### src/rtl/pio_pkg.sv
// ****************************************************************
// Shared constants for the parallel I/O command handler
// ****************************************************************
package pio_pkg;
	localparam int NBYTES = 5;
	localparam int NLINES = 40;
	// Clock rate and derived cycle counts
	localparam int CLK_HZ = 10_000_000;
	localparam int PULSE_UNIT_MS = 1;
	localparam int CYC_PER_MS = CLK_HZ / 1000 * PULSE_UNIT_MS;
	localparam int STB_TIME_NS = 5000;
	localparam int STB_CYC = (STB_TIME_NS * (CLK_HZ / 1_000_000) + 999) / 1000;
	localparam int BOOT_CYC = 3;
	// Pulse width limits and default, in milliseconds
	localparam logic [14:0] PW_MIN = 15'h000A;
	localparam logic [14:0] PW_MAX = 15'h7530;
	localparam logic [14:0] PW_DEF = 15'h0032;
	// Register byte offsets
	localparam logic [7:0] OFS_CMD = 8'h00;
	localparam logic [7:0] OFS_PW = 8'h04;
	localparam logic [7:0] OFS_CFG_OUT = 8'h08;
	localparam logic [7:0] OFS_CFG_IN = 8'h0C;
	localparam logic [7:0] OFS_OUT_POL = 8'h10;
	localparam logic [7:0] OFS_IN_POL = 8'h14;
	localparam logic [7:0] OFS_FORMAT = 8'h18;
	localparam logic [7:0] OFS_MODE = 8'h1C;
	localparam logic [7:0] OFS_LOCK = 8'h20;
	localparam logic [7:0] OFS_BUS_ADDR = 8'h24;
	localparam logic [7:0] OFS_QSEL = 8'h28;
	localparam logic [7:0] OFS_BIT_Q = 8'h2C;
	localparam logic [7:0] OFS_BYTE_Q = 8'h30;
	localparam logic [7:0] OFS_STR_OUT = 8'h34;
	localparam logic [7:0] OFS_STR_IN = 8'h38;
	localparam logic [7:0] OFS_XFER = 8'h3C;
	localparam logic [7:0] OFS_IDN_PTR = 8'h40;
	localparam logic [7:0] OFS_IDN_DATA = 8'h44;
	localparam logic [7:0] OFS_STATUS = 8'h48;
	localparam logic [7:0] OFS_OUT_Q = 8'h4C;
	// Command word fields
	localparam int OP_LSB = 24;
	localparam int GO_BIT = 20;
	localparam int BYTE_LSB = 16;
	localparam int BIT_LSB = 8;
	localparam int END_BIT = 8;
	// Command opcodes
	localparam logic [3:0] OP_BIT_SET = 4'h1;
	localparam logic [3:0] OP_BIT_CLR = 4'h2;
	localparam logic [3:0] OP_BYTE_CLR = 4'h3;
	localparam logic [3:0] OP_PULSE_BIT = 4'h4;
	localparam logic [3:0] OP_PULSE_CHAN = 4'h5;
	localparam logic [3:0] OP_BYTE_WR = 4'h6;
	localparam logic [3:0] OP_STROBE = 4'h7;
	localparam logic [3:0] OP_DEFAULT = 4'h8;
	// String formats
	localparam logic [1:0] FMT_DEC = 2'h0;
	localparam logic [1:0] FMT_HEX = 2'h1;
	localparam logic [1:0] FMT_LEG = 2'h2;
	// Characters
	localparam logic [7:0] CH_COMMA = 8'h2C;
	localparam logic [7:0] CH_ZERO = 8'h30;
	localparam logic [7:0] CH_NINE = 8'h39;
	localparam logic [7:0] CH_HEX_OFS = 8'h37;
	localparam logic [3:0] CH_LEG_HI = 4'h3;
	// Bus address limits and identity store
	localparam logic [4:0] ADDR_MAX = 5'h1E;
	localparam logic [4:0] ADDR_DEF = 5'h01;
	localparam int IDN_LEN = 72;
	localparam logic [6:0] IDN_END = 7'h48;
	// String input walk state
	typedef enum logic {SI_IDLE = 1'b0, SI_RUN = 1'b1} pio_sin_t;
endpackage : pio_pkg

### src/rtl/pio_pulse_if.sv
`timescale 1ns/1ps
// ****************************************************************
// Link between command logic and pulse timer
// ****************************************************************
interface pio_pulse_if;
	logic start;
	logic [14:0] width_ms;
	logic busy;
	modport ctl (output start, output width_ms, input busy);
	modport tmr (input start, input width_ms, output busy);
endinterface : pio_pulse_if

### src/rtl/pio_cmd_top.sv
`timescale 1ns/1ps
// ****************************************************************
// Parallel I/O command handler
// ****************************************************************
module pio_cmd_top #(
	parameter int CYC_PER_MS = pio_pkg::CYC_PER_MS
) (
	input wire logic REF_CLK, // 10 MHz clock
	input wire logic RESET, // Async reset, high
	input wire logic [7:0] ADDR, // Register byte address
	input wire logic [31:0] WDATA, // Write data
	input wire logic WR, // Write strobe
	input wire logic RD, // Read strobe
	output logic [31:0] RDATA, // Read data, cycle after RD
	input wire logic [pio_pkg::NLINES-1:0] DIO_IN, // I/O pins in
	output logic [pio_pkg::NLINES-1:0] DIO_OUT, // I/O pins out
	output logic [pio_pkg::NLINES-1:0] DIO_OE, // I/O pin drive enable
	output logic DATA_STROBE, // Data strobe pulse
	input wire logic [7:0] ADDR_SW, // Address switch pins
	input wire logic EXT_ADDR_EN, // External address enable pin
	output logic [4:0] BUS_ADDR, // Applied bus address
	output logic CMD_ERROR // Sticky error flag
);
	import pio_pkg::*;

	// ****************************************************************
	// Helpers
	// ****************************************************************
	// Lowest set byte at or above from; bit 3 set means none
	function automatic logic [3:0] pio_next(input logic [4:0] m, input logic [3:0] from);
		logic [3:0] r;
		r = 4'h8;
		for (int i = NBYTES - 1; i >= 0; i--) begin
			if (m[i] && 4'(i) >= from) begin
				r = 4'(i);
			end
		end
		return r;
	endfunction : pio_next

	// Character to nibble; bit 4 flags a valid character
	function automatic logic [4:0] pio_dec(input logic [7:0] c, input logic [1:0] f);
		logic [4:0] r;
		r = 5'h00;
		if (f == FMT_LEG) begin
			if (c[7:4] == CH_LEG_HI) begin
				r = {1'b1, c[3:0]};
			end
		end else if (c >= CH_ZERO && c <= CH_NINE) begin
			r = {1'b1, c[3:0]};
		end else if (f == FMT_HEX && c[3:0] >= 4'h1 && c[3:0] <= 4'h6
			&& (c[7:4] == 4'h4 || c[7:4] == 4'h6)) begin
			r = {1'b1, 4'(c[3:0] + 4'h9)};
		end
		return r;
	endfunction : pio_dec

	// Nibble to character
	function automatic logic [7:0] pio_enc(input logic [3:0] n, input logic leg);
		logic [7:0] r;
		r = leg ? {CH_LEG_HI, n} : (n < 4'hA ? CH_ZERO + {4'h0, n} : CH_HEX_OFS + {4'h0, n});
		return r;
	endfunction : pio_enc

	// ****************************************************************
	// State
	// ****************************************************************
	logic [NLINES-1:0] din_m_q, din_s_q;
	logic [8:0] sw_m_q, sw_s_q;
	logic [14:0] pw_q;
	logic [4:0] cfg_out_q, cfg_in_q, opol_q, ipol_q, forced_q, forced_d;
	logic [1:0] fmt_q;
	logic dual_q, lock_q, ext_q, err_q;
	logic [4:0] addr_q;
	logic [1:0] boot_q;
	logic [5:0] qsel_q;
	logic [6:0] idn_ptr_q;
	logic [7:0] idn_mem [0:IDN_LEN-1];
	logic [NLINES-1:0] out_q, out_d, pend_q, pend_d, act_q, act_d, snap_q;
	logic start_q, start_d;
	logic [5:0] stb_q;
	logic [2:0] so_idx_q, so_idx_d, si_idx_q;
	logic so_act_q, so_act_d, nib_q, nib_d, dig_q, dig_d;
	logic [7:0] acc_q, acc_d;
	logic [1:0] si_ch_q;
	pio_sin_t si_st_q;
	logic stb_fire, err_data;
	logic [31:0] rd_mux;
	pio_pulse_if pif ();

	// ****************************************************************
	// Decode
	// ****************************************************************
	wire [3:0] cmd_op = WDATA[OP_LSB+3:OP_LSB];
	wire cmd_go = WDATA[GO_BIT];
	wire [2:0] cmd_byte = WDATA[BYTE_LSB+2:BYTE_LSB];
	wire [5:0] cmd_line = {cmd_byte, WDATA[BIT_LSB+2:BIT_LSB]};
	wire [5:0] cmd_chan = WDATA[5:0];
	wire byte_ok = 32'(cmd_byte) < NBYTES;
	wire chan_ok = 32'(cmd_chan) < NLINES;
	wire cmd_wr = WR && ADDR == OFS_CMD;
	wire cfg_sel = ADDR == OFS_PW || ADDR == OFS_CFG_OUT || ADDR == OFS_CFG_IN
		|| ADDR == OFS_OUT_POL || ADDR == OFS_IN_POL || ADDR == OFS_FORMAT
		|| ADDR == OFS_MODE || ADDR == OFS_BUS_ADDR || ADDR == OFS_IDN_PTR
		|| ADDR == OFS_IDN_DATA || (ADDR == OFS_CMD && cmd_op == OP_DEFAULT);
	wire lock_err = WR && cfg_sel && lock_q;
	wire cfg_wr = WR && !lock_q;
	wire pw_ok = WDATA[31:15] == '0 && WDATA[14:0] >= PW_MIN && WDATA[14:0] <= PW_MAX;
	wire idn_full = idn_ptr_q == IDN_END;
	wire idn_err = cfg_wr && ADDR == OFS_IDN_DATA && idn_full;
	wire pw_err = cfg_wr && ADDR == OFS_PW && !pw_ok;
	wire xf_wr = WR && ADDR == OFS_XFER && dual_q;
	wire ch_wr = (WR && ADDR == OFS_STR_OUT) || xf_wr;
	wire xf_err = WR && ADDR == OFS_XFER && !dual_q;
	wire clr_err = WR && ADDR == OFS_STATUS && WDATA[0];
	wire err_set = lock_err || idn_err || pw_err || xf_err || err_data;

	// Polarity and drive masks spread to lines
	wire [NLINES-1:0] opol_x, ipol_x, oe_x;
	for (genvar g = 0; g < NBYTES; g++) begin : g_spread
		assign opol_x[g*8 +: 8] = {8{opol_q[g]}};
		assign ipol_x[g*8 +: 8] = {8{ipol_q[g]}};
		assign oe_x[g*8 +: 8] = {8{cfg_out_q[g] | forced_q[g]}};
	end
	wire [NLINES-1:0] in_val = din_s_q ^ ipol_x;

	// ****************************************************************
	// Pin synchronisers and power-on address capture
	// ****************************************************************
	always_ff @(posedge REF_CLK or posedge RESET) begin
		if (RESET) begin
			din_m_q <= '0;
			din_s_q <= '0;
			sw_m_q <= '0;
			sw_s_q <= '0;
		end else begin
			din_m_q <= DIO_IN;
			din_s_q <= din_m_q;
			sw_m_q <= {EXT_ADDR_EN, ADDR_SW};
			sw_s_q <= sw_m_q;
		end
	end

	// ****************************************************************
	// Configuration, lock and address
	// ****************************************************************
	always_ff @(posedge REF_CLK or posedge RESET) begin
		if (RESET) begin
			pw_q <= PW_DEF;
			{cfg_out_q, cfg_in_q, opol_q, ipol_q} <= '0;
			fmt_q <= FMT_DEC;
			dual_q <= 1'b0;
			lock_q <= 1'b0;
			addr_q <= ADDR_DEF;
			ext_q <= 1'b0;
			boot_q <= '0;
			qsel_q <= '0;
			idn_ptr_q <= '0;
			err_q <= 1'b0;
		end else begin
			if (32'(boot_q) < BOOT_CYC) begin
				boot_q <= boot_q + 1'b1;
				// A switch setting above the top bus address keeps the default
				if (32'(boot_q) == BOOT_CYC - 1 && sw_s_q[8]
					&& sw_s_q[4:0] <= ADDR_MAX) begin
					addr_q <= sw_s_q[4:0];
					ext_q <= 1'b1;
				end
			end else if (cfg_wr && ADDR == OFS_BUS_ADDR && !ext_q
				&& WDATA[4:0] <= ADDR_MAX) begin
				addr_q <= WDATA[4:0];
			end
			if (cfg_wr && ADDR == OFS_PW && pw_ok) pw_q <= WDATA[14:0];
			if (cfg_wr && ADDR == OFS_CFG_OUT) cfg_out_q <= WDATA[4:0];
			if (cfg_wr && ADDR == OFS_CFG_IN) cfg_in_q <= WDATA[4:0];
			if (cfg_wr && ADDR == OFS_OUT_POL) opol_q <= WDATA[4:0];
			if (cfg_wr && ADDR == OFS_IN_POL) ipol_q <= WDATA[4:0];
			if (cfg_wr && ADDR == OFS_FORMAT && WDATA[1:0] != 2'h3) fmt_q <= WDATA[1:0];
			if (cfg_wr && ADDR == OFS_MODE) dual_q <= WDATA[0];
			if (WR && ADDR == OFS_LOCK) lock_q <= WDATA[0];
			if (WR && ADDR == OFS_QSEL) qsel_q <= WDATA[5:0];
			if (cfg_wr && ADDR == OFS_IDN_PTR) begin
				idn_ptr_q <= WDATA[6:0] > IDN_END ? IDN_END : WDATA[6:0];
			end else if (((cfg_wr && ADDR == OFS_IDN_DATA) || (RD && ADDR == OFS_IDN_DATA))
				&& !idn_full) begin
				idn_ptr_q <= idn_ptr_q + 1'b1;
			end
			if (cmd_wr && cfg_wr && cmd_op == OP_DEFAULT) begin
				pw_q <= PW_DEF;
				{cfg_out_q, cfg_in_q, opol_q, ipol_q} <= '0;
				fmt_q <= FMT_DEC;
				dual_q <= 1'b0;
				idn_ptr_q <= '0;
			end
			err_q <= err_set || (err_q && !clr_err);
		end
	end

	// Identity characters; no reset needed for plain storage
	always_ff @(posedge REF_CLK) begin
		if (cfg_wr && ADDR == OFS_IDN_DATA && !idn_full) idn_mem[idn_ptr_q] <= WDATA[7:0];
	end

	// ****************************************************************
	// Output commands and string output
	// ****************************************************************
	wire [3:0] so_first = pio_next(cfg_out_q, 4'h0);
	wire [2:0] so_cur = so_act_q ? so_idx_q : so_first[2:0];
	wire [3:0] so_nxt = pio_next(cfg_out_q, {1'b0, so_cur} + 4'h1);
	wire [4:0] dv = pio_dec(WDATA[7:0], fmt_q);
	wire [11:0] acc10 = {4'h0, acc_q} * 12'h00A + {8'h00, dv[3:0]};
	wire is_sep = WDATA[7:0] == CH_COMMA || WDATA[END_BIT];

	always_comb begin
		out_d = out_q;
		forced_d = forced_q;
		pend_d = pend_q;
		act_d = act_q;
		start_d = 1'b0;
		stb_fire = 1'b0;
		err_data = 1'b0;
		so_idx_d = so_idx_q;
		so_act_d = so_act_q;
		acc_d = acc_q;
		nib_d = nib_q;
		dig_d = dig_q;
		if (cmd_wr) begin
			case (cmd_op)
				OP_BIT_SET, OP_BIT_CLR: begin
					if (byte_ok) out_d[cmd_line] = cmd_op == OP_BIT_SET;
					else err_data = 1'b1;
				end
				OP_BYTE_CLR: begin
					if (byte_ok) out_d[{cmd_byte, 3'h0} +: 8] = 8'h00;
					else err_data = 1'b1;
				end
				// collect lines by bit or channel
				OP_PULSE_BIT: begin
					if (byte_ok) pend_d[cmd_line] = 1'b1;
					else err_data = 1'b1;
				end
				OP_PULSE_CHAN: begin
					if (chan_ok) pend_d[cmd_chan] = 1'b1;
					else err_data = 1'b1;
				end
				OP_BYTE_WR: begin
					if (byte_ok) begin
						out_d[{cmd_byte, 3'h0} +: 8] = WDATA[7:0];
						forced_d[cmd_byte] = 1'b1;
					end else begin
						err_data = 1'b1;
					end
				end
				OP_STROBE: stb_fire = 1'b1;
				OP_DEFAULT: forced_d = lock_q ? forced_q : '0;
				default: err_data = 1'b1;
			endcase
			if ((cmd_op == OP_PULSE_BIT || cmd_op == OP_PULSE_CHAN) && cmd_go) begin
				act_d = pend_d;
				pend_d = '0;
				start_d = 1'b1;
			end
		end
		if (ch_wr) begin
			if (so_first[3]) begin
				err_data = 1'b1;
			end else if (fmt_q == FMT_DEC) begin
				if (dv[4]) begin
					acc_d = acc10[7:0];
					dig_d = 1'b1;
					err_data = acc10 > 12'h0FF;
				end
				if (is_sep && (dig_q || dv[4])) begin
					out_d[{so_cur, 3'h0} +: 8] = acc_d;
					acc_d = 8'h00;
					dig_d = 1'b0;
					so_idx_d = so_nxt[2:0];
					so_act_d = !so_nxt[3];
					stb_fire = so_nxt[3];
				end else if (!dv[4] && !is_sep) begin
					err_data = 1'b1;
				end
			end else if (dv[4]) begin
				nib_d = !nib_q;
				acc_d = {acc_q[3:0], dv[3:0]};
				if (nib_q) begin
					out_d[{so_cur, 3'h0} +: 8] = acc_d;
					// Clear so a later decimal string starts from zero
					acc_d = 8'h00;
					so_idx_d = so_nxt[2:0];
					so_act_d = !so_nxt[3];
					stb_fire = so_nxt[3];
				end
			end else if (WDATA[7:0] != CH_COMMA) begin
				err_data = 1'b1;
			end
		end
	end

	always_ff @(posedge REF_CLK or posedge RESET) begin
		if (RESET) begin
			{out_q, pend_q, act_q} <= '0;
			forced_q <= '0;
			start_q <= 1'b0;
			stb_q <= '0;
			so_idx_q <= '0;
			{so_act_q, nib_q, dig_q} <= '0;
			acc_q <= '0;
		end else begin
			{out_q, pend_q, act_q} <= {out_d, pend_d, act_d};
			forced_q <= forced_d;
			start_q <= start_d;
			stb_q <= stb_fire ? 6'(STB_CYC) : (stb_q != '0 ? stb_q - 1'b1 : stb_q);
			so_idx_q <= so_idx_d;
			{so_act_q, nib_q, dig_q} <= {so_act_d, nib_d, dig_d};
			acc_q <= acc_d;
		end
	end

	// ****************************************************************
	// Pulse timer and pin drive
	// ****************************************************************
	assign pif.start = start_q;
	assign pif.width_ms = pw_q;
	pio_pulse_timer #(.CYC_PER_MS(CYC_PER_MS)) u_timer (
		.clk(REF_CLK),
		.rst(RESET),
		.pif(pif)
	);

	// pulse overlays latch, latch returns after
	wire [NLINES-1:0] drive = (out_q | (act_q & {NLINES{pif.busy}})) ^ opol_x;

	always_ff @(posedge REF_CLK or posedge RESET) begin
		if (RESET) begin
			DIO_OUT <= '0;
			DIO_OE <= '0;
			DATA_STROBE <= 1'b0;
			BUS_ADDR <= ADDR_DEF;
			CMD_ERROR <= 1'b0;
		end else begin
			DIO_OUT <= drive;
			DIO_OE <= oe_x;
			DATA_STROBE <= stb_fire || stb_q > 6'h01;
			BUS_ADDR <= addr_q;
			CMD_ERROR <= err_q;
		end
	end

	// ****************************************************************
	// String input walk
	// ****************************************************************
	wire si_rd = RD && (ADDR == OFS_STR_IN || (ADDR == OFS_XFER && dual_q));
	wire [3:0] si_first = pio_next(cfg_in_q, 4'h0);
	wire [2:0] si_cur = si_st_q == SI_RUN ? si_idx_q : si_first[2:0];
	wire [NLINES-1:0] si_src = si_st_q == SI_RUN ? snap_q : in_val;
	wire [7:0] si_byte = si_src[{si_cur, 3'h0} +: 8];
	wire [3:0] si_nxt = pio_next(cfg_in_q, {1'b0, si_cur} + 4'h1);
	wire si_lastc = si_ch_q == (fmt_q == FMT_DEC ? 2'h2 : 2'h1);
	wire si_final = si_lastc && si_nxt[3];
	wire [7:0] d_h = si_byte / 8'h64;
	wire [7:0] d_t = (si_byte / 8'h0A) % 8'h0A;
	wire [7:0] d_o = si_byte % 8'h0A;
	wire [7:0] dec_c = CH_ZERO + (si_ch_q == 2'h0 ? d_h : (si_ch_q == 2'h1 ? d_t : d_o));
	wire [7:0] hex_c = pio_enc(si_ch_q == 2'h0 ? si_byte[7:4] : si_byte[3:0], fmt_q == FMT_LEG);
	wire [8:0] si_char = si_first[3] ? 9'h100 : {si_final, fmt_q == FMT_DEC ? dec_c : hex_c};

	always_ff @(posedge REF_CLK or posedge RESET) begin
		if (RESET) begin
			si_st_q <= SI_IDLE;
			si_idx_q <= '0;
			si_ch_q <= '0;
			snap_q <= '0;
		end else if (si_rd && !si_first[3]) begin
			case (si_st_q)
				SI_IDLE: snap_q <= in_val;
				SI_RUN: snap_q <= snap_q;
				default: snap_q <= in_val;
			endcase
			si_st_q <= si_final ? SI_IDLE : SI_RUN;
			si_idx_q <= si_lastc ? si_nxt[2:0] : si_cur;
			si_ch_q <= si_lastc ? 2'h0 : si_ch_q + 1'b1;
		end
	end

	// ****************************************************************
	// Read-back
	// ****************************************************************
	always_comb begin
		case (ADDR)
			OFS_PW: rd_mux = {17'h0, pw_q};
			OFS_CFG_OUT: rd_mux = {27'h0, cfg_out_q};
			OFS_CFG_IN: rd_mux = {27'h0, cfg_in_q};
			OFS_OUT_POL: rd_mux = {27'h0, opol_q};
			OFS_IN_POL: rd_mux = {27'h0, ipol_q};
			OFS_FORMAT: rd_mux = {30'h0, fmt_q};
			OFS_MODE: rd_mux = {31'h0, dual_q};
			OFS_LOCK: rd_mux = {31'h0, lock_q};
			OFS_BUS_ADDR: rd_mux = {26'h0, ext_q, addr_q};
			OFS_QSEL: rd_mux = {26'h0, qsel_q};
			OFS_BIT_Q: rd_mux = {31'h0, 32'(qsel_q) < NLINES && in_val[qsel_q]};
			OFS_BYTE_Q: rd_mux = 32'(qsel_q[5:3]) < NBYTES
				? {24'h0, in_val[{qsel_q[5:3], 3'h0} +: 8]} : 32'h0;
			OFS_STR_IN: rd_mux = {23'h0, si_char};
			OFS_XFER: rd_mux = dual_q ? {23'h0, si_char} : 32'h0;
			OFS_IDN_PTR: rd_mux = {25'h0, idn_ptr_q};
			OFS_IDN_DATA: rd_mux = idn_full ? 32'h0 : {24'h0, idn_mem[idn_ptr_q]};
			OFS_STATUS: rd_mux = {27'h0, so_act_q, si_st_q == SI_RUN, pif.busy, lock_q, err_q};
			OFS_OUT_Q: rd_mux = {27'h0, forced_q};
			default: rd_mux = 32'h0;
		endcase
	end

	// Read data stands only in the cycle after the strobe
	always_ff @(posedge REF_CLK or posedge RESET) begin
		if (RESET) RDATA <= '0;
		else RDATA <= RD ? rd_mux : 32'h0;
	end
endmodule : pio_cmd_top

### src/rtl/pio_pulse_timer.sv
`timescale 1ns/1ps
// ****************************************************************
// Millisecond pulse timer
// ****************************************************************
module pio_pulse_timer #(
	parameter int CYC_PER_MS = pio_pkg::CYC_PER_MS
) (
	input wire logic clk, // Block clock
	input wire logic rst, // Async reset, high
	pio_pulse_if.tmr pif // Start and busy
);
	import pio_pkg::*;
	localparam int PB = $clog2(CYC_PER_MS + 1);
	localparam logic [PB-1:0] PRE_LAST = PB'(CYC_PER_MS - 1);

	logic [PB-1:0] pre_q;
	logic [14:0] ms_q;
	logic busy_q;
	wire tick = busy_q && (pre_q == PRE_LAST);

	always_ff @(posedge clk or posedge rst) begin
		if (rst) begin
			pre_q <= '0;
			ms_q <= '0;
			busy_q <= 1'b0;
		end else if (pif.start) begin
			// Restart wins so a new command retimes the whole pulse
			pre_q <= '0;
			ms_q <= pif.width_ms;
			busy_q <= 1'b1;
		end else if (busy_q) begin
			pre_q <= tick ? '0 : pre_q + 1'b1;
			ms_q <= tick ? ms_q - 1'b1 : ms_q;
			busy_q <= !(tick && ms_q == 15'h0001);
		end
	end

	assign pif.busy = busy_q;
endmodule : pio_pulse_timer

### config.mk
export PLATFORM = sky130hd
export DESIGN_NAME = pio_cmd_top
export DESIGN_NICKNAME = d
export VERILOG_FILES = /design/src/rtl/pio_pkg.sv /design/src/rtl/pio_pulse_if.sv /design/src/rtl/pio_cmd_top.sv /design/src/rtl/pio_pulse_timer.sv
export SDC_FILE = /design/constraint.sdc
export NUM_CORES = 2
export LEC_CHECK = 0
export BUFFER_PORTS_ARGS = -buffer_cell sky130_fd_sc_hd__buf_4
export CORE_MARGIN = 2
export CORE_UTILIZATION = 60
export CTS_CLUSTER_SIZE = 14
export DETAILED_ROUTE_END_ITERATION = 8
export PLACE_DENSITY = 0.89
export SYNTH_ARGS = -nofsm -noshare
export SYNTH_HDL_FRONTEND = slang
export SYNTH_SLANG_ARGS = --single-unit
export TNS_END_PERCENT = 100
### constraint.sdc
create_clock -name REF_CLK -period 40.5 [get_ports REF_CLK]
set_input_delay 8.1 -clock REF_CLK [delete_from_list [all_inputs] [get_ports REF_CLK]]
set_output_delay 8.1 -clock REF_CLK [all_outputs]
set_load 0.01 [all_outputs]
# After elaboration in Yosys (flattened, before gate mapping)
# Memory sizes are Yosys's and may differ from the RTL's.
# Cells that the tools add are included.
# classes
n_mux,148
mul,1
addsub,15
shifts,8
eq_ne,45
n_div,4
reduce_logical,135
bitwise,15
magnitude_cmp,34
# op_table
op,n
$mux 40,15
$pmux 15 s18,1
$bwmux 40,5
$or 40x40->40,3
$pmux 40 s3,1
$shiftx 8x8->40,3
$mux 8,13
$mux 5,17
$mux 4,21
$pmux 40 s2,1
$shift 8x8->40 const A,2
$shiftx 40x7->8,2
$xor 40x40->40,2
$mux 15,5
$eq 8x6->1 const B,9
$logic_and 1x1->1,66
$mux 14,3
$mux 7,6
$and 40x40->40,1
$shiftx 8x8->40 const A,1
$mux 1,38
$eq 8x5->1 const B,4
$eq 8x7->1 const B,4
$mux 32,1
other kinds (77),181
# word_totals
inputBits,93
mem_bits_rw,576
elab_cells,448
ff_bits,493
n_memories,1
# mem_list
name,words,width,rd,rd_clocked_by_memory_dff,wr,line_no,rtl
idn_mem,72,8,1,0,1,pio_cmd_top.sv:78,logic [7:0] idn_mem [0:IDN_LEN-1];

# Logic depth before layout (Yosys ltp)
# depth
ltp_word,20
ltp_mapped,33

# Hierarchy
# A second synthesis with hierarchy kept.
# hier_totals
cells_unflattened,4041
area_unflattened_um2,46584.7
# modules_own_cells
mod,cells_each,area_per_inst_um2,n_inst
pio_cmd_top,3855,44894.3,1
pio_pulse_timer,186,1690.4,1

# Worst setup path before layout
# No wires, ideal clock.
# synth_timing
kind,input -> register
from,input WDATA[1]
to,register out_q[7]
required_ns,40.358
cell_stages,20
arrival_time_ns,11.766
setup_time_ns,0.142
slack_ns,28.592
cell_sequence,clkbuf_1 > clkinv_1 > ha_1 > or3b_2 > nand4_1 > a21oi_1 > a41oi_1 > clkbuf_1 > nor2_1 > ha_1 > inv_1 > fa_1 > nor2b_1 > o21ai_0 > nor2_1 > nand2_1 > xnor2_1 > mux2_2 > o211ai_1 > o221ai_1
# synth_via
elab_chain_len,18
elab_cells_between_ends,37
classes_between,add/sub: 2; order compare: 4; eq/ne: 1; shift: 3; mux: 20; reduce/logical: 7
# synth_rtl
item,line_no,rtl
from (decl),pio_cmd_top.sv:11,"input wire logic [31:0] WDATA,"
$ge 4x1->1,pio_cmd_top.sv:51,end else if (f == FMT_HEX && c[3:0] >= 4'h1 && c[3:0] <= 4'h6
$logic_and 1x1->1 (2 in a row),pio_cmd_top.sv:51,
$logic_and 1x1->1,pio_cmd_top.sv:52,&& (c[7:4] == 4'h4 || c[7:4] == 4'h6)) begin
$mux 5,pio_cmd_top.sv:51,
$mux 5,pio_cmd_top.sv:49,end else if (c >= CH_ZERO && c <= CH_NINE) begin
$mux 5,pio_cmd_top.sv:45,if (f == FMT_LEG) begin
$add 12x4->12,pio_cmd_top.sv:211,"wire [11:0] acc10 = {4'h0, acc_q} * 12'h00A + {8'h00, dv[3:0]};"
$mux 8,pio_cmd_top.sv:268,if (dv[4]) begin
(+2 left out),n/a,
$mux 8,pio_cmd_top.sv:264,if (ch_wr) begin
$shiftx 8x8->40,pio_cmd_top.sv:274,"out_d[{so_cur, 3'h0} +: 8] = acc_d;"
$bwmux 40,pio_cmd_top.sv:274,
$mux 40,pio_cmd_top.sv:273,if (is_sep && (dig_q || dv[4])) begin
$mux 40,pio_cmd_top.sv:267,end else if (fmt_q == FMT_DEC) begin
$mux 40,pio_cmd_top.sv:265,if (so_first[3]) begin
$mux 40 (*),pio_cmd_top.sv:264,
net out_d[7],pio_cmd_top.sv:79,"logic [NLINES-1:0] out_q, out_d, pend_q, pend_d, act_q, act_d, snap_q;"
to (signal assigned),pio_cmd_top.sv:310,"{out_q, pend_q, act_q} <= {out_d, pend_d, act_d};"
to (decl),pio_cmd_top.sv:79,
# Mark *: on every way through the listed nets, which the timed path passes. The rest lies on a longest branch. The select of a mux whose other input is x is not followed.
# A chain may end at the register's enable or synchronous reset.

# Worst setup path after layout
# layout_timing
from,input WDATA[0]
to,register out_q[14]
# The elaborated chain is that of the path after synthesis.

==> results.py <==
metrics = {
    "critical_path": {
        "arrival_ns": 13.77,
        "endpoint_kind": "register",
        "path_cells": "buf_4 -> buf_4 -> inv_1 -> ha_1 -> nor2_1 -> o21ai_0 -> nand4_1 -> nor2b_1 -> mux2i_1 -> nor2_1 -> ha_1 -> a21o_1 -> a21oi_1 -> nor3b_1 -> xnor2_1 -> o21ai_0 -> a32oi_1 -> o32ai_1",
        "slowest_delay_ns": 0.84,
        "cpMaxStageDelayCell": "o21ai_0",
        "worst-setup-path-type": "primary input to register",
        "required_ns": 41.04,
        "start_kind": "primary input",
        "crit_fanout": 57,
    },
    "synthesis": {
        "synth_area_um2": 46700,
        "synth-simple-area-share_pct": 11.3,
        "async_reset_ff_share_pct": 43.4,
        "synthFlopType": "edfxtp_1",
        "yosysTopAreaCellShare_pct": 37.0,
        "synth-seq-cells": 1018,
        "synth_xor_area_share_pct": 2.44,
        "yosysUniqueCellTypes": 116,
        "synth_fa_ha_area_share_pct": 1.64,
        "synth_common_cells": "edfxtp_1, dfrtp_1, nor2_1",
        "muxShareOfSynthArea_pct": 2.23,
        "synth_top_family_by_area": "compound AO/OA/AOI/OAI gates",
        "synth_largest_area_cell": "edfxtp_1",
        "yosysSeqAreaShare_pct": 60.7,
        "synth_compound_area_share_pct": 18.1,
        "avgSynthCellArea_um2": 11.4,
        "syn_inst": 4092,
        "synth.most_common_cell": "edfxtp_1",
        "synthTopCellsByArea": "edfxtp_1, dfrtp_1, a22oi_1",
        "yosys_warnings": 0,
        "synth_edf_count": 576,
    },
    "layout": {
        "final-instance-count-excl-fill": 5269,
        "stdcell_area_um2": 52100,
        "drive_gt1_share_pct": 13.0,
        "nets": 4298,
        "syn_to_final_growth_pct": 11.5,
        "utilization_pct": 67.4,
    },
    "clocking": {
        "clkTransAtPathRegs_ns": 0.06,
        "cts_resized": 0,
        "clkLatencyLatePin_ns": 0.69,
        "clockBufferDepth": 3,
        "cts.sinks": 1018,
        "cts-htree-levels": 3,
        "holdBufCountCts": 0,
        "cts-root-buf": "clkbuf_16",
        "numCtsBuffers": 100,
        "post_cts_buffers": 0,
        "cts_tree": "done",
    },
    "floorplanning": {
        "ios": 212,
        "initial_core_util_pct": 60.5,
        "num_rows": 102,
        "core-area_um2": 77200,
        "die_h_um": 283,
        "fp.dieArea_um2": 80100,
        "die_w_um": 283,
    },
    "placed_design": {
        "dp.cells": 5084,
        "post-dp-hpwl_mm": 92.7,
        "place_area_um2": 48600,
        "portBuffers": 191,
        "place.gp.congestion": 1.03,
    },
    "timing": {
        "finalCritPeriodShare_pct": 32.6,
        "fin_crit_ns": 13.22,
        "clock_skew_ns": 0.0467,
        "setup_tns_ns": 0,
        "setup_viol": 0,
        "fmax_mhz": 75.6,
        "tightest_slew_ns": 1.54,
        "grt_setup_unrepaired": "no",
        "drv_slew": 2,
        "maxSlewHeadroom_pct": -3.65,
        "final-hold-violation-count": 0,
    },
    "global_route": {
        "grt_pass1_wl_mm": 220,
        "antenna_found_initial": 8,
        "grt_pass1_vias": 35500,
        "grtUsageTotal_pct": 36.1,
        "grt_max_degree": 181,
        "overflow": 0,
    },
    "drt": {
        "dr_total_vias": 36400,
        "vias_per_cell": 6.91,
        "post_drt_wl_per_cell_um": 27.8,
        "wl_mm": 146,
        "post-route-drc-count": 0,
        "drt_pass1_iterations": 9,
        "antenna_left": 0,
        "drt_iter0_markers": 5835,
    },
    "pwr": {
        "ir_drop_v": 0.0000575,
        "power_density_nw_per_um2": 47.5,
        "seq_power_share_pct": 45.7,
        "clockPowerShare_pct": 39.4,
        "design_power_total_mw": 2.47,
        "switching_power_mw": 0.672,
        "cell_internal_pwr_mw": 1.80,
        "combinationalPowerShare_pct": 14.9,
        "p_leak_nw": 19.2,
        "power_switching_share_pct": 27.2,
    },
    "run_status": {
        "violations": "capacitance limit, slew limit",
        "status": "finished, violations left",
    },
    "worst_hold_path": {
        "min_path_type": "register to register",
    },
    "run": {
        "maxCapViolations": 1,
    },
}
==> state kept, by name, indices dropped and copies added, names as in the netlist, 6 cells and up <==
register	count
din_m_q	40
acc_q	8
out_q	40
u_timer.ms_q	15
idn_ptr_q	7
idn_mem	576
din_s_q	40
pend_q	40
sw_s_q	6
pif.width_ms	15
sw_m_q	6
u_timer.pre_q	14
RDATA	15
DIO_OUT	40
qsel_q	6
snap_q	40
act_q	40
stb_q	6
==> kinds of logic after synthesis <==
group / count (synthesis)
mux: 79
compound gates: 1273
simple gates: 1150
fa+ha+maj: 60
buf+inv: 381
other cells: 1
xor+xnor: 130
flops: 1018
==> critical path: cells and delay by family <==
family                   cells  cell delay [ns]
AO/OA/AOI/OAI                6             1.73
AND/OR/NAND/NOR              5             1.53
buffers and inverters        3             1.42
adder cells (fa/ha/maj)      2             0.64
multiplexers                 1             0.16
XOR/XNOR                     1             0.11
==> placed cells by master, fill, tap and decap left out, drive strengths merged, types with 18 or more instances in the layout <==
cell type	instances
edfxtp	576
dfrtp	437
nor2	382
nand2	367
a21oi	293
o21ai	292
a22oi	279
buf	255
clkbuf	127
xnor2	105
nand3	90
inv	67
nor3	63
ha	57
nand4	56
o22ai	52
a31oi	48
a221oi	46
a22o	42
mux2i	36
clkinv	33
o211ai	31
mux2	26
xor2	25
nor2b	25
and3	25
or2	24
nand2b	22
nor4	22
a32oi	20
a211oi	19
a41oi	18
==> power groups by stage <==
stage          sequential (mW)  combinational [mW]  clock, mW
2_1_floorplan             1.14               0.250          0
3_3_place_gp              1.15               0.342          0
3_5_place_dp              1.15               0.351          0
4_1_cts                   1.13               0.357      0.976
5_1_grt                   1.13               0.393       1.02
6_report                  1.13               0.367      0.976
==> metrics by stage <==
step / hold WS (ns) / setup slack [ns]
finish: 0.343 / 27.28
global route: 0.353 / 27.21
CTS: 0.342 / 27.69
detailed placement: 0.335 / 27.04
global placement: 0.333 / 27.20
floorplan: 0.331 / 20.09
==> path summary, 6_finish.rpt <==
kind | startpoint | endpoint | slack, ns | cells past startpoint
worst max-delay path | WDATA[0] | out_q[14]$_DFF_PP0_ | 27.28 | 18
worst min-delay path | din_m_q[5]$_DFF_PP0_ | din_s_q[5]$_DFF_PP0_ | 0.34 | 0
max in group asynchronous | RESET | pend_q[28]$_DFFE_PP0P_ | 30.61 | 4
min in group asynchronous | RESET | snap_q[8]$_DFFE_PP0P_ | 7.65 | 2
worst max register to register | si_st_q$_DFFE_PP0P_ | RDATA[6]$_DFF_PP0_ | 31.96 | 29
worst min register to register | din_m_q[5]$_DFF_PP0_ | din_s_q[5]$_DFF_PP0_ | 0.34 | 0
==> cell type report <==
class	instances	area, um^2
multi-input combinational	2709	16800
tap	1040	1300
timing repair buffer	255	1930
fill	5219	25100
antenna	4	10.0
sequential	1018	28400
inverter	62	240
clock inverter	54	668
clock buffer	127	2770
==> layer usage <==
layer / part of all wire [%] / vias up / GRT usage [%]
met4: 5.8 / 8 / 18.8
met5: 0.031 / - / 0
met2: 45 / 2907 / 54.7
met1: 35 / 17500 / 47.7
met3: 14 / 588 / 10.1
li1: - / 15400 / -
(Power assumes the default switching activity.)
